## src/drt_pkg.sv

```systemverilog
// Constants and types for the drive reset and thermal trip block
package drt_pkg;
    // Clock rate and timing
    localparam int unsigned clk_hz = 25000000;
    localparam int unsigned off_extend_ms = 1000;
    localparam int unsigned off_extend_cycles = clk_hz / 1000 * off_extend_ms;
    localparam int unsigned remote_window_ms = 3000;
    localparam int unsigned remote_window_cycles = clk_hz / 1000 * remote_window_ms;
    localparam int unsigned por_ms = 1;
    localparam int unsigned por_cycles = clk_hz / 1000 * por_ms;
    // Function option codes
    localparam logic [7:0] func_reset = 8'h12;
    localparam logic [7:0] func_thermistor = 8'h13;
    // Trip codes reported
    localparam logic [7:0] code_none = 8'h00;
    localparam logic [7:0] code_thermal = 8'h23;
    localparam logic [7:0] code_external = 8'h0c;
    // Sensing
    localparam int unsigned adc_w = 12;
    localparam logic [11:0] th_trip_default = 12'h0c0;
    localparam logic [11:0] th_open_default = 12'hfc0;
    localparam int unsigned n_inputs = 5;
    localparam int unsigned therm_input = 4;
    localparam int unsigned n_outputs = 3;
    localparam int unsigned cnt_w = 32;
    // Drive state
    typedef enum logic [1:0] {
        drt_st_stop = 2'b00,
        drt_st_run = 2'b01,
        drt_st_trip = 2'b10,
        drt_st_reset = 2'b11
    } drt_state_t;
endpackage

```

## src/drt_off_delay.sv

```systemverilog
// Per-output off extension timer applied when reset is asserted
`timescale 1ns/1ps
module drt_off_delay #(
    parameter int unsigned extend_cycles = drt_pkg::off_extend_cycles
) (
    input wire logic mclk,
    input wire logic nrst,
    input wire logic delay_set,
    input wire logic reset_active,
    input wire logic out_request,
    output logic out_level
);
    import drt_pkg::*;
    logic [cnt_w-1:0] count;
    logic reset_seen;

    // Track the first cycle of a reset so the extension is armed once
    always_ff @(posedge mclk or negedge nrst) begin
        if (!nrst) begin
            reset_seen <= 1'b0;
        end else begin
            reset_seen <= reset_active;
        end
    end

    // Extension counter: only outputs with a nonzero delay setting hold on
    always_ff @(posedge mclk or negedge nrst) begin
        if (!nrst) begin
            count <= '0;
        end else if (reset_active && !reset_seen && delay_set && out_request) begin
            count <= cnt_w'(extend_cycles);
        end else if (count != '0) begin
            count <= count - 1'b1;
        end
    end

    // Without a delay the output drops in the same cycle as the motor
    always_ff @(posedge mclk or negedge nrst) begin
        if (!nrst) begin
            out_level <= 1'b0;
        end else if (reset_active) begin
            out_level <= delay_set && (count > cnt_w'(1) || (!reset_seen && out_request));
        end else begin
            out_level <= out_request;
        end
    end
endmodule

```

## src/drt_core.sv

```systemverilog
// Reset input handling and thermistor trip control for the drive
`timescale 1ns/1ps
// How it works
// - Panel stop/reset key resets only while an alarm is present.
// - Reset function accepts normally open polarity only; closed contact forced open.
// - Power-up runs the same reset sequence as a reset terminal pulse.
// - With remote operator attached, key works only a few seconds after power-up.
// - Reset asserted while running removes drive at once; motor coasts.
// - Without off-delays, motor and logic outputs turn off together immediately.
// - Outputs with nonzero off-delay stay on about one more second.
// - Thermistor above 3 kilohm threshold trips, stops motor, reports thermal code.
// - Open thermistor circuit also trips and stops motor.
// - Thermistor function is valid only on the fifth input terminal.
// - Key clears thermal trip only once resistance falls below threshold.
module drt_core #(
    parameter int unsigned extend_cycles = drt_pkg::off_extend_cycles,
    parameter int unsigned remote_cycles = drt_pkg::remote_window_cycles,
    parameter int unsigned por_len = drt_pkg::por_cycles
) (
    input wire logic mclk,
    input wire logic nrst,
    input wire logic [drt_pkg::n_inputs*8-1:0] input_function_select,
    input wire logic [drt_pkg::n_inputs-1:0] input_closed_contact,
    input wire logic [drt_pkg::n_inputs-1:0] input_level,
    input wire logic [drt_pkg::adc_w-1:0] thermistor_level,
    input wire logic [drt_pkg::adc_w-1:0] thermistor_adjust_setting,
    input wire logic [drt_pkg::adc_w-1:0] thermistor_open_level,
    input wire logic stop_reset_key,
    input wire logic remote_operator,
    input wire logic alarm_in,
    input wire logic run_command,
    input wire logic [drt_pkg::n_outputs-1:0] out_request,
    input wire logic [drt_pkg::n_outputs-1:0] output_off_delay_set,
    output logic motor_enable,
    output logic coast,
    output logic [drt_pkg::n_outputs-1:0] out_level,
    output logic [7:0] trip_code,
    output logic trip_active,
    output logic reset_active
);
    import drt_pkg::*;

    drt_state_t state;
    logic [cnt_w-1:0] por_count;
    logic [cnt_w-1:0] remote_count;
    logic [n_inputs-1:0] active_in;
    logic reset_term;
    logic reset_term_d;
    logic therm_sel;
    logic therm_over;
    logic therm_open;
    logic therm_fault;
    logic key_d;
    logic key_press;
    logic key_allowed;
    logic key_reset;
    logic alarm;
    logic por_busy;

    // Normalise each terminal; reset stays normally open whatever the polarity strap says
    genvar gi;
    generate
        for (gi = 0; gi < n_inputs; gi++) begin : g_in
            assign active_in[gi] =
                (input_function_select[gi*8 +: 8] == func_reset) ? input_level[gi] :
                (input_level[gi] ^ input_closed_contact[gi]);
        end
    endgenerate

    // Reset terminal is the OR of every input assigned the reset function
    always_comb begin
        reset_term = 1'b0;
        for (int i = 0; i < n_inputs; i++) begin
            if (input_function_select[i*8 +: 8] == func_reset && active_in[i]) begin
                reset_term = 1'b1;
            end
        end
    end

    // Thermistor sensing only counts on the fifth terminal
    assign therm_sel = (input_function_select[therm_input*8 +: 8] == func_thermistor);
    assign therm_over = therm_sel && (thermistor_level > thermistor_adjust_setting);
    assign therm_open = therm_sel && (thermistor_level >= thermistor_open_level);
    assign therm_fault = therm_over || therm_open;

    // Power-up reset pulse, same path as the terminal
    always_ff @(posedge mclk or negedge nrst) begin
        if (!nrst) begin
            por_count <= cnt_w'(por_len);
        end else if (por_count != '0) begin
            por_count <= por_count - 1'b1;
        end
    end
    assign por_busy = (por_count != '0);

    // Remote operator key window counts from power-up
    always_ff @(posedge mclk or negedge nrst) begin
        if (!nrst) begin
            remote_count <= cnt_w'(remote_cycles);
        end else if (remote_count != '0) begin
            remote_count <= remote_count - 1'b1;
        end
    end

    // Key edge detect
    always_ff @(posedge mclk or negedge nrst) begin
        if (!nrst) begin
            key_d <= 1'b0;
            reset_term_d <= 1'b0;
        end else begin
            key_d <= stop_reset_key;
            reset_term_d <= reset_term;
        end
    end
    assign key_press = stop_reset_key && !key_d;
    assign key_allowed = !remote_operator || (remote_count != '0);
    assign alarm = (state == drt_st_trip) || alarm_in;
    // A thermal trip is not cleared while the sensor still reads hot
    assign key_reset = key_press && key_allowed && alarm && !therm_fault;

    assign reset_active = reset_term || por_busy;

    // Drive state; a fault outranks a reset request so a hot motor stays tripped
    always_ff @(posedge mclk or negedge nrst) begin
        if (!nrst) begin
            state <= drt_st_reset;
        end else begin
            unique case (state)
                drt_st_stop: begin
                    if (therm_fault) begin
                        state <= drt_st_trip;
                    end else if (reset_active || key_reset) begin
                        state <= drt_st_reset;
                    end else if (run_command) begin
                        state <= drt_st_run;
                    end
                end
                drt_st_run: begin
                    if (therm_fault) begin
                        state <= drt_st_trip;
                    end else if (reset_active || key_reset) begin
                        // Key reset under an external alarm stops drive but does not coast
                        state <= drt_st_reset;
                    end else if (!run_command) begin
                        state <= drt_st_stop;
                    end
                end
                drt_st_trip: begin
                    // Held until a reset, even after the fault clears
                    if ((key_reset || (reset_term && !reset_term_d)) && !therm_fault) begin
                        state <= drt_st_reset;
                    end
                end
                drt_st_reset: begin
                    if (therm_fault) begin
                        state <= drt_st_trip;
                    end else if (!reset_active && !key_press) begin
                        state <= drt_st_stop;
                    end
                end
            endcase
        end
    end

    // Motor drive; reset drops it on the next clock edge with no ramp
    always_ff @(posedge mclk or negedge nrst) begin
        if (!nrst) begin
            motor_enable <= 1'b0;
            coast <= 1'b0;
        end else begin
            motor_enable <= (state == drt_st_run) && run_command && !reset_active
                && !therm_fault;
            coast <= (state == drt_st_run) && reset_active;
        end
    end

    // Trip status and code
    always_ff @(posedge mclk or negedge nrst) begin
        if (!nrst) begin
            trip_active <= 1'b0;
            trip_code <= code_none;
        end else if (state != drt_st_trip && therm_fault) begin
            trip_active <= 1'b1;
            trip_code <= code_thermal;
        end else if (state == drt_st_reset) begin
            trip_active <= 1'b0;
            trip_code <= code_none;
        end
    end

    // One off-delay timer per logic output
    generate
        for (gi = 0; gi < n_outputs; gi++) begin : g_out
            drt_off_delay #(
                .extend_cycles(extend_cycles)
            ) u_delay (
                .mclk(mclk),
                .nrst(nrst),
                .delay_set(output_off_delay_set[gi]),
                .reset_active(reset_active),
                .out_request(out_request[gi]),
                .out_level(out_level[gi])
            );
        end
    endgenerate
endmodule

```

## config.mk

```make
export PLATFORM = sky130hd
export DESIGN_NAME = drt_core
export DESIGN_NICKNAME = d
export VERILOG_FILES = /design/src/drt_pkg.sv /design/src/drt_off_delay.sv /design/src/drt_core.sv
export SDC_FILE = /design/constraint.sdc
export NUM_CORES = 1
export LEC_CHECK = 0
export ABC_CLOCK_PERIOD_IN_PS = 7000
export BUFFER_PORTS_ARGS = -buffer_cell sky130_fd_sc_hd__buf_2
export CAP_MARGIN = 10
export CORE_ASPECT_RATIO = 0.9
export CORE_MARGIN = 8
export CORE_UTILIZATION = 50
export DETAILED_ROUTE_END_ITERATION = 10
export PLACE_DENSITY = 0.72
export SLEW_MARGIN = 20
export SYNTH_ARGS = -nofsm -noshare
export SYNTH_HDL_FRONTEND = slang
export SYNTH_SLANG_ARGS = --single-unit
export TNS_END_PERCENT = 100
```

## constraint.sdc

```tcl
create_clock -name mclk -period 7 [get_ports mclk]
set_input_delay 0 -clock mclk [delete_from_list [all_inputs] [get_ports mclk]]
set_output_delay 0 -clock mclk [all_outputs]
set_load 0.05 [all_outputs]
```

==> metrics.csv <==
stage,metric,value,unit
timing,Tmin final,2940,ps
global_routing,gr usage total,16.9,%
drt,DRT antenna net count,0,
power_and_ir_drop,sw frac,28.8,%
yosys,cell count after synthesis,962,
setup_path,critical path depth,8,
clock_tree,Setup Buffers After CTS,0,
setup_path,crit start category,flop,
timing,Peak Freq,341,MHz
clock_tree,CTS tree,built,
yosys,Synth Cell Area,0.00940,mm²
floorplanning,# IOs,113,
setup_path,WP data arrival,3250,ps
hold_path,Hold Path Depth,4,
setup_path,CP bufs+invs,2,
clock_tree,TritonCTS buffer count,17,
power_and_ir_drop,leakage,4.55,nW
setup_path,crit path max fanout,16,
drt,routed vias/inst,5.27,
power_and_ir_drop,P per Cell Area,231,mW/mm²
placement,DP HPWL,13.3,mm
timing,RSZ-0062 raised after global routing,no,
yosys,sequential area share after synthesis,45.8,%
drt,drt total wl,18.9,mm
global_routing,vias in the first global route,7074,
timing,final setup TNS,0,ps
timing,Worst Max-Slew Pin Slew,907,ps
setup_path,CP max stage delay,650,ps
placement,placed inst area,0.0101,mm²
final_layout,fin area,0.0108,mm²
hold_path,Hold Crit Class,in2reg,
placement,Final GP Congestion,0.826,
placement,Port Buffers,102,
final_layout,fin nets,1204,
timing,Tcrit/Tclk final,41.9,%
run,Max Cap Viol,0,
timing,clk_skew,15.5,ps
floorplanning,area of the die,0.0235,mm²
clock_tree,Clock Pin Slew Worst Setup and Hold Paths,70,ps
yosys,Post-synth ARST share,100,%
setup_path,crit path cell chain,nor4_1 > and4_1 > nand2_2 > nor2_2 > inv_2 > o311ai_0 > o21ai_1 > dlygate4sd3_1,
setup_path,CP Data Required Time,7310,ps
timing,final setup violation count,0,
drt,via count,7008,
floorplanning,starting density of the core,51.1,%
clock_tree,CTS max path bufs,2,
final_layout,Final Util,58.7,%
yosys,Synth Register Bits,171,
yosys,yosys warns,0,
timing,Fin. Hold Viols,0,
clock_tree,clock sink count,171,
yosys,Mapped Avg Cell Area,9.77,µm²
drt,First DRT Iteration DRCs,413,
clock_tree,CTS H-tree depth,4,
floorplanning,core area,0.0184,mm²
drt,number of remaining DRC errors,0,
final_layout,Syn-to-layout area delta,14.9,%
power_and_ir_drop,Power Internal,1.78,mW
status,status,"complete, no violations",
drt,Detailed Routing Iterations Pass 1,4,
clock_tree,CTS root buffer,clkbuf_16,
timing,final slew viol count,0,
power_and_ir_drop,P_sw,0.718,mW
global_routing,initial antenna violation count,0,
clock_tree,Skew-Pair Late Insertion Delay,440,ps
drt,wire per inst,14.2,µm
floorplanning,Die Span X,161,µm
setup_path,FF-to-FF path depth,8,
timing,Fin Hold WS,18.5,ps
global_routing,pin count of the biggest net entering global routing,112,
setup_path,critical path's top delay family,simple AND/OR/NAND/NOR gates,
power_and_ir_drop,logic gate share of total power,15.5,%
yosys,dominant synthesized flop cell,dfrtp_1,
timing,Slew headroom,39.5,%
setup_path,Crit Path Class,reg2reg,
floorplanning,Die Y,146,µm
power_and_ir_drop,part of the power in the clock network,37.1,%
final_layout,Filler Cell Count,1570,
setup_path,Slowest cell on crit path,nor4_1,
setup_path,CP Capture Type,flop,
final_layout,ant diodes,0,
power_and_ir_drop,maximum vdd drop,0.000149,V
yosys,post-synthesis cell type count,71,
yosys,Post-synth EDFFs,0,
final_layout,fraction of layout cells with a size suffix above 1,17.3,%
floorplanning,FP Rows,47,
power_and_ir_drop,sequential share of power,47.4,%
global_routing,global-route wire length before repair,33.3,mm
global_routing,grt ovf,0,
-- area by class of cell --
cell class / instances / area [µm²] / share of cell area (%)
Sequential cell: 171 / 4300 / 39.8
Tap cell: 245 / 307 / 2.84
Multi-Input combinational cell: 722 / 4790 / 44.4
Inverter: 44 / 165 / 1.53
Clock inverter: 13 / 144 / 1.33
Timing Repair Buffer: 117 / 659 / 6.10
Clock buffer: 19 / 433 / 4.01
-- cells in the final DEF, fill, tap and decap left out, types with 5 or more instances in the layout --
cell type	count
a31oi_1	5
nand2b_1	11
buf_2	101
clkinv_4	5
nor2b_1	8
xor2_1	71
nor2_2	5
nor3b_1	6
o21ai_0	11
a21oi_1	21
nand4b_1	14
dfrtp_1	153
clkbuf_16	17
nor2_1	108
nand2_1	93
xnor2_1	64
inv_1	43
o21ai_1	5
nor4_1	20
dlygate4sd3_1	11
nor4b_1	7
a211oi_1	9
or3_1	21
nor3_1	41
and3_1	8
nand3_1	38
nand3b_1	17
ha_1	33
o211ai_1	6
or4_1	11
dfstp_2	18
nand4_1	14
conb_1	5
-- synthesized netlist by cell type, types with 7 or more instances --
cell,instances,share of area [%]
nor3_1,41,2.2
a211oi_1,9,0.72
clkbuf_1,10,0.40
dfrtp_1,153,41
or4_1,11,0.88
nand3b_1,17,1.4
dfstp_2,18,5.0
nor2b_1,8,0.53
nand2b_1,11,0.73
ha_1,33,4.4
inv_1,43,1.7
nor4_1,20,1.3
xnor2_1,64,6.0
buf_4,11,0.88
nand2_1,93,3.7
buf_2,7,0.37
a21oi_1,21,1.1
nand3_1,38,2.0
nor2_1,108,4.3
or3_1,21,1.4
nand4_1,14,0.93
nor4b_1,9,0.84
xor2_1,71,6.6
and3_1,8,0.53
o21ai_0,11,0.59
nand4b_1,14,1.3
-- what timing repair did --
| item | in CTS | in global routing |
|---|---|---|
| resized for setup | 0 | 0 |
| hold endpoints to repair | 112 | 0 |
| hold buffers | 11 | 0 |
-- per-stage QoR --
step                      power (mW)  instances  worst slack [ps]
final                           2.50       1331              4060
after global routing            2.63       1331              3840
after CTS                       2.52       1331              4110
after detailed placement        1.58       1288              4110
after global placement          1.56       1288              4150
after floorplan                 1.46        966              4630
-- logic make-up after synthesis --
group           Yosys count  synth area share, %
simple gates            465                 27.6
flops                   171                 45.8
xor+xnor                135                 12.6
compound gates           81                 5.83
buf+inv                  73                 3.53
fa+ha+maj                33                 4.39
mux                       3                0.319
other cells               1               0.0399
-- registers in the layout, summed over array words and instances, names as in the netlist --
name	flops
g_out.u_delay.out_level	3
reset_term_d	1
g_out.u_delay.count	96
g_out.u_delay.reset_seen	1
coast	1
remote_count	32
trip_code	1
por_count	32
motor_enable	1
key_d	1
state	2
-- worst min-delay path: stages --
cell      delay (ps)
buf_2             80
nand4b_1          80
and3_1           170
nand2_1           90
-- power by group through the flow --
stage / Combinational [mW] / Clock (mW) / Sequential (mW)
after floorplan: 0.277 / 0 / 1.18
after global placement: 0.367 / 0 / 1.19
after detailed placement: 0.381 / 0 / 1.20
after CTS: 0.391 / 0.945 / 1.18
after global routing: 0.441 / 0.984 / 1.20
final: 0.387 / 0.925 / 1.18
-- path summary, 6_finish.rpt --
path / end / startpoint / slack (ps)
max in group asynchronous: g_out[2].u_delay.count[26] / nrst / 5520
hold / removal: reset_term_d / input_level[1] / 20
hold reg to reg: por_count[31] / por_count[31] / 470
setup reg to reg: g_out[0].u_delay.out_level / por_count[25] / 4060
min in group asynchronous: g_out[1].u_delay.count[21] / nrst / 210
setup / recovery: g_out[0].u_delay.out_level / por_count[25] / 4060
-- metal layers --
| layer | routed length, µm | track usage, % |
|---|---|---|
| met1 | 9260 | 22.1 |
| met2 | 8940 | 27.5 |
| met3 | 587 | 4.16 |
| met4 | 148 | 4.44 |
| met5 | 0 | 0 |
Note: power is estimated with default switching activity, not from simulation.
